File: src/rtl/strap_pins_defs.vh
// Constants for the shared strap and status pin logic.
// Assumes inclusion by bare name from rtl files.
`ifndef STRAP_PINS_DEFS_VH
`define STRAP_PINS_DEFS_VH
`define NUM_PORTS        4
`define SEL_I2C          1'h1
`define SEL_SMBUS        1'h0
`define PM_ENABLED       1'h0
`define POL_ACTIVE_HIGH  1'h1
`define OC_ACTIVE        1'h0
`define SYNC_STAGES      3
`define FILL_LAST        2'h3
`define ST_SAMPLE        3'h1
`define ST_CAPTURE       3'h2
`define ST_RUN           3'h4
`define ADDR_BIT1        1
`define ADDR_BIT2        2
`endif

File: src/rtl/strap_sample_pin_function.v
// Shared configuration and status pin logic of the hub: strap capture at reset
// release, serial pin ownership, port power control and status pin drive.
// Assumes pins are asynchronous to clock and reset is the chip reset.
//
// What this block does
// Low on port 4 over-current input means over-current; high means none.
// Sample interface select at reset release: 1 picks I2C, 0 SMBus.
// In I2C mode the serial pins belong to the EEPROM master.
// In SMBus mode the serial pins belong to the slave, driven by the host.
// After reset, if enabled, drive interface select pin high while link suspended.
// Sample power strap at release: 0 enables switching and over-current, 1 disables.
// With power management on, each port power output controls that port.
// In SMBus mode slave address bit 1 comes from the power strap.
// After reset, if enabled, drive power strap pin high while SuperSpeed connected.
// Boards using battery charging must strap power switching enabled.
// Sample polarity strap at release: 0 outputs active low, 1 active high.
// Sample each power control pin at release as its charge support bit.
// In SMBus mode slave address bit 2 comes from the ganged strap.
// Hold straps until next reset; drive status pins only after capture.
`timescale 1ns/10ps
`default_nettype none
`include "strap_pins_defs.vh"
module strap_sample_pin_function (
	input  wire       clock,
	input  wire       rst,
	// Strap and shared pin inputs
	input  wire       host_if_select_in,
	input  wire       power_mgmt_disable_strap_in,
	input  wire       power_ctrl_polarity_in,
	input  wire       ganged_strap_in,
	input  wire [3:0] port_power_ctrl_in,
	input  wire       port4_overcurrent_n,
	input  wire [3:0] port_overcurrent_n_lo,
	// Shared pin drive
	output reg        host_if_select_out,
	output wire       host_if_select_oe,
	output reg        power_mgmt_disable_strap_out,
	output wire       power_mgmt_disable_strap_oe,
	output reg  [3:0] port_power_ctrl,
	output wire [3:0] port_power_ctrl_oe,
	// Serial pins (clock and data) from both internal owners
	input  wire       scl_in,
	input  wire       sda_in,
	output wire       scl_oe,
	output wire       sda_oe,
	input  wire       eeprom_scl_oe,
	input  wire       eeprom_sda_oe,
	input  wire       slave_scl_oe,
	input  wire       slave_sda_oe,
	output wire       eeprom_scl_in,
	output wire       eeprom_sda_in,
	output wire       slave_scl_in,
	output wire       slave_sda_in,
	// Core-side control and status
	input  wire [3:0] port_power_on,
	input  wire       suspend_status_enable,
	input  wire       ss_connect_status_enable,
	input  wire       upstream_ss_suspended,
	input  wire       upstream_ss_connected,
	output reg        i2c_mode,
	output reg        power_mgmt_enabled,
	output reg        power_ctrl_active_high,
	output reg  [3:0] charge_support_strap,
	output reg        slave_addr_bit1,
	output reg        slave_addr_bit2,
	output reg  [3:0] port_overcurrent,
	output reg        straps_valid
);
	localparam [2:0] ST_SAMPLE  = `ST_SAMPLE;
	localparam [2:0] ST_CAPTURE = `ST_CAPTURE;
	localparam [2:0] ST_RUN     = `ST_RUN;

	reg  [2:0] state;
	reg  [2:0] next_state;
	wire       sel_sync;
	wire       pm_sync;
	wire       pol_sync;
	wire       gang_sync;
	wire [3:0] pwr_sync;
	wire [3:0] oc_sync;
	wire [3:0] oc_raw;

	assign oc_raw = {port4_overcurrent_n, port_overcurrent_n_lo[2:0]};

	// Synchronisers for every strap and over-current pin input; the serial pins are not synchronised
	pin_sync #(.RESET_VALUE(1'b1)) u_sel  (.clock(clock), .rst(rst), .pin(host_if_select_in),           .level(sel_sync));
	pin_sync #(.RESET_VALUE(1'b0)) u_pm   (.clock(clock), .rst(rst), .pin(power_mgmt_disable_strap_in), .level(pm_sync));
	pin_sync #(.RESET_VALUE(1'b1)) u_pol  (.clock(clock), .rst(rst), .pin(power_ctrl_polarity_in),      .level(pol_sync));
	pin_sync #(.RESET_VALUE(1'b0)) u_gang (.clock(clock), .rst(rst), .pin(ganged_strap_in),             .level(gang_sync));

	genvar g;
	generate
		for (g = 0; g < `NUM_PORTS; g = g + 1) begin : g_port
			pin_sync #(.RESET_VALUE(1'b0)) u_pwr (.clock(clock), .rst(rst), .pin(port_power_ctrl_in[g]), .level(pwr_sync[g]));
			pin_sync #(.RESET_VALUE(1'b1)) u_oc  (.clock(clock), .rst(rst), .pin(oc_raw[g]),             .level(oc_sync[g]));
		end
	endgenerate

	// Sequencer: wait for synchronisers to fill after release, capture once, then run
	always @* begin
		next_state = state;
		case (state)
			ST_SAMPLE:  next_state = ST_CAPTURE;
			ST_CAPTURE: next_state = ST_RUN;
			ST_RUN:     next_state = ST_RUN;
			default:    next_state = ST_SAMPLE;
		endcase
	end

	// Capture counter lets the three-stage pipeline fill before sampling
	reg [1:0] fill_count;
	always @(posedge clock or posedge rst) begin
		if (rst) begin
			state      <= ST_SAMPLE;
			fill_count <= 2'h0;
		end else if (state == ST_SAMPLE && fill_count != `FILL_LAST) begin
			fill_count <= fill_count + 2'h1;
		end else begin
			state <= next_state;
		end
	end

	// Strap latches, written only at capture and held until next reset
	always @(posedge clock or posedge rst) begin
		if (rst) begin
			i2c_mode               <= `SEL_I2C;
			power_mgmt_enabled     <= 1'b0;
			power_ctrl_active_high <= `POL_ACTIVE_HIGH;
			charge_support_strap   <= 4'h0;
			slave_addr_bit1        <= 1'b0;
			slave_addr_bit2        <= 1'b0;
			straps_valid           <= 1'b0;
		end else if (state == ST_CAPTURE) begin
			i2c_mode               <= (sel_sync == `SEL_I2C);
			power_mgmt_enabled     <= (pm_sync == `PM_ENABLED);
			power_ctrl_active_high <= (pol_sync == `POL_ACTIVE_HIGH);
			charge_support_strap   <= pwr_sync;
			slave_addr_bit1        <= (sel_sync == `SEL_SMBUS) ? pm_sync : 1'b0;
			slave_addr_bit2        <= (sel_sync == `SEL_SMBUS) ? gang_sync : 1'b0;
			straps_valid           <= 1'b1;
		end
	end

	// Over-current flags; ignored while power management is disabled
	always @(posedge clock or posedge rst) begin
		if (rst)
			port_overcurrent <= 4'h0;
		else if (straps_valid && power_mgmt_enabled)
			port_overcurrent <= ~oc_sync;
		else
			port_overcurrent <= 4'h0;
	end

	// Port power outputs follow the captured polarity
	always @(posedge clock or posedge rst) begin
		if (rst)
			port_power_ctrl <= 4'h0;
		else if (power_ctrl_active_high)
			port_power_ctrl <= port_power_on & {4{power_mgmt_enabled}};
		else
			port_power_ctrl <= ~(port_power_on & {4{power_mgmt_enabled}});
	end

	assign port_power_ctrl_oe = {4{straps_valid & power_mgmt_enabled}};

	// Status drive on the strap pins once straps are held
	always @(posedge clock or posedge rst) begin
		if (rst) begin
			host_if_select_out           <= 1'b0;
			power_mgmt_disable_strap_out <= 1'b0;
		end else begin
			host_if_select_out           <= upstream_ss_suspended;
			power_mgmt_disable_strap_out <= upstream_ss_connected;
		end
	end

	assign host_if_select_oe           = straps_valid & suspend_status_enable;
	assign power_mgmt_disable_strap_oe = straps_valid & ss_connect_status_enable;

	// Serial pin ownership by captured mode; open-drain pull low only
	assign scl_oe        = straps_valid & (i2c_mode ? eeprom_scl_oe : slave_scl_oe);
	assign sda_oe        = straps_valid & (i2c_mode ? eeprom_sda_oe : slave_sda_oe);
	assign eeprom_scl_in = i2c_mode ? scl_in : 1'b1;
	assign eeprom_sda_in = i2c_mode ? sda_in : 1'b1;
	assign slave_scl_in  = i2c_mode ? 1'b1 : scl_in;
	assign slave_sda_in  = i2c_mode ? 1'b1 : sda_in;
endmodule
`default_nettype wire

File: src/rtl/pin_sync.v
// Three-stage synchroniser for one asynchronous pin input.
// Assumes a single clock domain and an asynchronous active-high reset.
`timescale 1ns/10ps
`default_nettype none
module pin_sync #(
	parameter RESET_VALUE = 1'b0
) (
	input  wire clock,
	input  wire rst,
	input  wire pin,
	output reg  level
);
	reg stage1;
	reg stage2;
	reg stage3;

	// Stage one feeds only stage two; level changes once stages two and three agree
	always @(posedge clock or posedge rst) begin
		if (rst) begin
			stage1 <= RESET_VALUE;
			stage2 <= RESET_VALUE;
			stage3 <= RESET_VALUE;
			level  <= RESET_VALUE;
		end else begin
			stage1 <= pin;
			stage2 <= stage1;
			stage3 <= stage2;
			if (stage2 == stage3)
				level <= stage3;
		end
	end
endmodule
`default_nettype wire

File: config.mk
export PLATFORM = sky130hd
export DESIGN_NAME = strap_sample_pin_function
export DESIGN_NICKNAME = d
export VERILOG_FILES = /design/src/rtl/strap_sample_pin_function.v /design/src/rtl/pin_sync.v
export VERILOG_INCLUDE_DIRS = /design/src /design/src/rtl
export SDC_FILE = /design/constraint.sdc
export NUM_CORES = 1
export LEC_CHECK = 0
export ABC_CLOCK_PERIOD_IN_PS = 5740
export BUFFER_PORTS_ARGS = -buffer_cell sky130_fd_sc_hd__clkbuf_2
export CORE_ASPECT_RATIO = 0.8
export CORE_MARGIN = 10
export CORE_UTILIZATION = 55
export CTS_CLUSTER_DIAMETER = 200
export DETAILED_ROUTE_END_ITERATION = 10
export PLACE_DENSITY = 0.92
export SYNTH_ARGS = -nofsm -noshare
export SYNTH_HDL_FRONTEND = slang
export SYNTH_SLANG_ARGS = --single-unit
File: constraint.sdc
create_clock -name clock -period 5.74 [get_ports clock]
set_clock_uncertainty 0.15 [all_clocks]
set_input_delay 1.148 -clock clock [delete_from_list [all_inputs] [get_ports clock]]
set_output_delay 1.148 -clock clock [all_outputs]
set_load 0.01 [all_outputs]
== After elaboration in Yosys (flattened, before gate mapping) ==
Cells that the tools add are included.

* Register bits: 73
* Latch bits: 0
* Memory bits (writable): 0
* Bits in read-only memories: 0
* Input bits: 29
* Output and inout bits: 32
* Word-level logic and storage cells: 101
* Memories kept: 0

* $add $sub $neg: 1
* Multipliers: 0
* Divide/modulo/power cells: 0
* Order comparisons: 0
* Equal/unequal tests: 16
* Shift operators: 0
* Mux-type cells: 11
* Bitwise operators: 9
* Reductions and logical operators: 3

{| class="wikitable"
|+ Operator list
! cell !! number
|-
| $eq A1 B1 Y1 || 12
|-
| $mux W1 || 8
|-
| $mux W4 || 2
|-
| $not A4 Y4 || 2
|-
| $pmux W3 S2 || 1
|-
| $and A1 B1 Y1 || 5
|-
| $and A4 B4 Y4 || 1
|-
| $eq A3 B1 Y1 const B || 1
|-
| $eq A3 B2 Y1 const B || 1
|-
| $eq A3 B3 Y1 const B || 1
|-
| $add A2 B1 Y2 const B || 1
|-
| $logic_and A1 B1 Y1 || 2
|-
| $ne A2 B2 Y1 const B || 1
|-
| $reduce_or A2 Y1 || 1
|-
| $not A1 Y1 || 1
|}

== Depth between registers and ports, before layout ==
* Word-level depth: 3
* Mapped depth: 3
* Mapped depth without buffers: 3

== Hierarchy ==
Synthesis repeated with hierarchy kept, for this count alone.

* Cells, all modules: 149
* Area, all modules: 2467.4 um2

{| class="wikitable"
|+ By module, submodules not included
! module !! instances !! cells each !! area an instance (um2) !! sequential area each (um2)
|-
| strap_sample_pin_function || 1 || 77 || 1056.0 || 629.4
|-
| pin_sync (g_port[0].u_oc ...) || 6 || 6 || 120.1 || 105.1
|-
| pin_sync (g_port[0].u_pwr ...) || 6 || 6 || 115.1 || 100.1
|}

== Worst setup path before layout ==
OpenSTA, ideal clock, no wires.

* Kind: input to output
* Start point: input port scl_in
* End point: output port slave_scl_in
* Arrival: 1436 ps
* Required time: 4442 ps
* Setup slack: 3006 ps
* Stages: 1
* Path buffers: 0
* Cell sequence: or2_2

* Word-level cells in the longest chain between the ends: 1

{| class="wikitable"
|+ Ends and longest elaborated chain
! element !! line !! RTL
|-
| from (decl) || strap_sample_pin_function.v:42 || <nowiki>input wire scl_in,</nowiki>
|-
| $mux W1 || strap_sample_pin_function.v:185 || <nowiki>assign slave_scl_in = i2c_mode ? 1'b1 : scl_in;</nowiki>
|-
| to (decl) || strap_sample_pin_function.v:52 || <nowiki>output wire slave_scl_in,</nowiki>
|}

Every way passes these cells.

== Final worst setup path ==
Same ends and word-level chain as after synthesis.

==> impl_metrics.toml <==
[worst_setup_path]
start_kind = "input port"
cp_cell_sequence = "clkbuf_2 -> or2_2 -> clkbuf_2"
cp_slowest_cell = "or2_2"
cp.required_ns = 4.44
critPathMaxFanout = 2
end_kind = "output pin"
cp.arrival_ns = 1.63
crit_path_max_incr_delay_ns = 0.26
path_common_cell = "clkbuf_2"
worstSetupPathType = "input port to output pin"

[placement]
port_buffers = 59
dp_hpwl_mm = 2.98
place_area_um2 = 2740
gp_congestion = 0.753

[timing]
finalCriticalPeriod_ns = 2.93
rsz0062_at_grt = "false"
setup_tns_ns = 0
hold_viol_final = 0
setup_viol = 0
max_slew_margin = 0.261
fin_crit_sh = 0.510
worst_pin_slew_ns = 1.10
drv_slew = 0
fmax_ghz = 0.342

[drt]
detail-route-antenna-nets = 0
avgViaCountPerCell = 4.57
dr.pass1.iters = 3
drcViolationCount = 0
vias = 1210
drt-initial-drc-count = 74
wl_per_cell_um = 15.0
drt-total-wl_mm = 3.97

[global_routing]
grt_pass1_wl_mm = 6.72
grt_max_degree = 74
grt_use_total = 0.119
grt_pass1_vias = 1366
antenna_found_initial = 0
overflow = 0

[synth]
synth_edf_count = 0
seq_area_frac_synth = 0.774
ys_ff_latch = 73
syn-num-nets = 167
syn-mean-instance-area_um2 = 17.5
syn_area_um2 = 2400
yosys_warnings = 0
synth.area.top_cells = "dfrtp_1 48%, dfstp_2 30%, maj3_1 5.0%, mux2_4 3.8%, xor2_1 1.8%"
yosys.area.top_type_share = 0.479
synth.largest_area_cell = "dfrtp_1"
synth_most_common_cell = "dfrtp_1"
ys_top_cells_by_count = "46 x dfrtp_1, 27 x dfstp_2, 12 x maj3_1, 6 x mux2_4"
synth.distinct_cells = 25
synthArstFlopShare = 1.00
synth_flop_cell = "dfrtp_1"
netlist_instances = 137

[final_layout]
design_area_um2 = 2950
diodes = 0
fin_nets = 233
syn2layout_area_growth_pct = 22.7
drive_gt1_frac = 0.553

[floorplan]
rows = 21
coreArea_um2 = 4200
die_h_um = 79.1
die_width_um = 93.9
die-area_um2 = 7430
io_pins = 61
initial_core_util = 0.571

[outcome]
status = "finished clean"

[clocking]
root_buffer = "clkbuf_8"
worstSkewPairLatency_ns = 0.34
clkSinkCount = 73
cts_made_buffers = 9
ctsHoldBuffers = 0
cts-resized-gates = 0
clockBufferDepth = 2
clk_pin_slew_ns = 0.06
h-tree-depth = 3
postCtsSetupRepairBufs = 0
cts_tree = "done"

[power]
ir_worst_vdd_mv = 0.256
p_per_area_nw_per_um2 = 359
p_leak_nw = 1.36

[worst_hold_path]
min_path_type = "flip-flop to flip-flop"

[flow_run]
drv_cap = 0
## where the power goes
| part | internal [mW] | switching (mW) |
|---|---|---|
| sequential | 0.559 | 0.0198 |
| clock | 0.236 | 0.164 |
| combinational | 0.0380 | 0.0410 |
## state kept, by name, indices dropped and copies added, names as in the netlist, 2 cells and up
name and count:
charge_support_strap 4, fill_count 2, g_port.u_oc.level 4, g_port.u_oc.stage1 4
g_port.u_oc.stage2 4, g_port.u_oc.stage3 4, g_port.u_pwr.level 4, g_port.u_pwr.stage1 4
g_port.u_pwr.stage2 4, g_port.u_pwr.stage3 4, port_overcurrent 4, port_power_ctrl 4
state 3
## layout make-up
cell class	count	area, um^2
Sequential cell	73	1860
Fill cell	289	1260
Multi-Input combinational cell	56	493
Timing Repair Buffer	60	303
Clock buffer	14	173
Tap cell	57	71.3
Clock inverter	2	35.0
Inverter	3	11.3
## worst paths after layout
check / startpoint / end / slack [ns] / cells past startpoint
max: scl_in / slave_scl_in / 2.81 / 3
min: u_pm.stage1 / u_pm.stage2 / 0.20 / 0
max reg2reg: state[2] / charge_support_strap[1] / 3.71 / 2
min reg2reg: u_pm.stage1 / u_pm.stage2 / 0.20 / 0
max in group asynchronous: rst / g_port[2].u_pwr.stage1 / 3.99 / 3
min in group asynchronous: rst / power_mgmt_disable_strap_out / 0.89 / 3
## kinds of logic after synthesis
family,after synthesis,synth area share
flip-flops,73,0.774
AND/OR/NAND/NOR,24,0.0609
adder cells (fa/ha/maj),13,0.0552
multiplexers,12,0.0641
buffers and inverters,8,0.0203
XOR/XNOR,5,0.0182
AO/OA/AOI/OAI,2,0.00677
## per-stage QoR
step	cells	worst slack [ns]	hold WS [ns]	util	total power, mW
2_1_floorplan	137	2.63	0.181	-	0.628
3_3_place_gp	249	2.82	0.182	0.651	0.663
3_5_place_dp	249	2.81	0.186	0.651	0.670
4_1_cts	265	2.81	0.198	0.701	1.07
5_1_grt	265	2.80	0.211	0.701	1.11
6_report	265	2.81	0.195	0.701	1.06
## critical path: cells and delay by family
family / cells / cell delay (ns)
buffers and inverters: 2 / 0.22
and+or+nand+nor: 1 / 0.26
## layer usage
| layer | vias up | part of all wire | track usage |
|---|---|---|---|
| li1 | 574 | - | - |
| met1 | 582 | 0.41 | 0.132 |
| met2 | 45 | 0.48 | 0.181 |
| met3 | 9 | 0.089 | 0.0752 |
| met4 | 0 | 0.021 | 0.0455 |
| met5 | - | 0 | 0 |
## cells in the final DEF, fill, tap and decap left out, drive strengths merged
master	count
or2	3
nor3b	1
and2	2
clkbuf	73
buf	1
xor2	5
nand2	5
nor2	5
mux2	9
clkinv	1
nor2b	4
a211oi	1
ha	1
maj3	12
dfstp	27
bufinv	1
mux2i	3
inv	3
dfrtp	46
a21o	1
nand2b	2
and4bb	1
nor4b	1
Note: power is estimated with default switching activity, not from simulation.
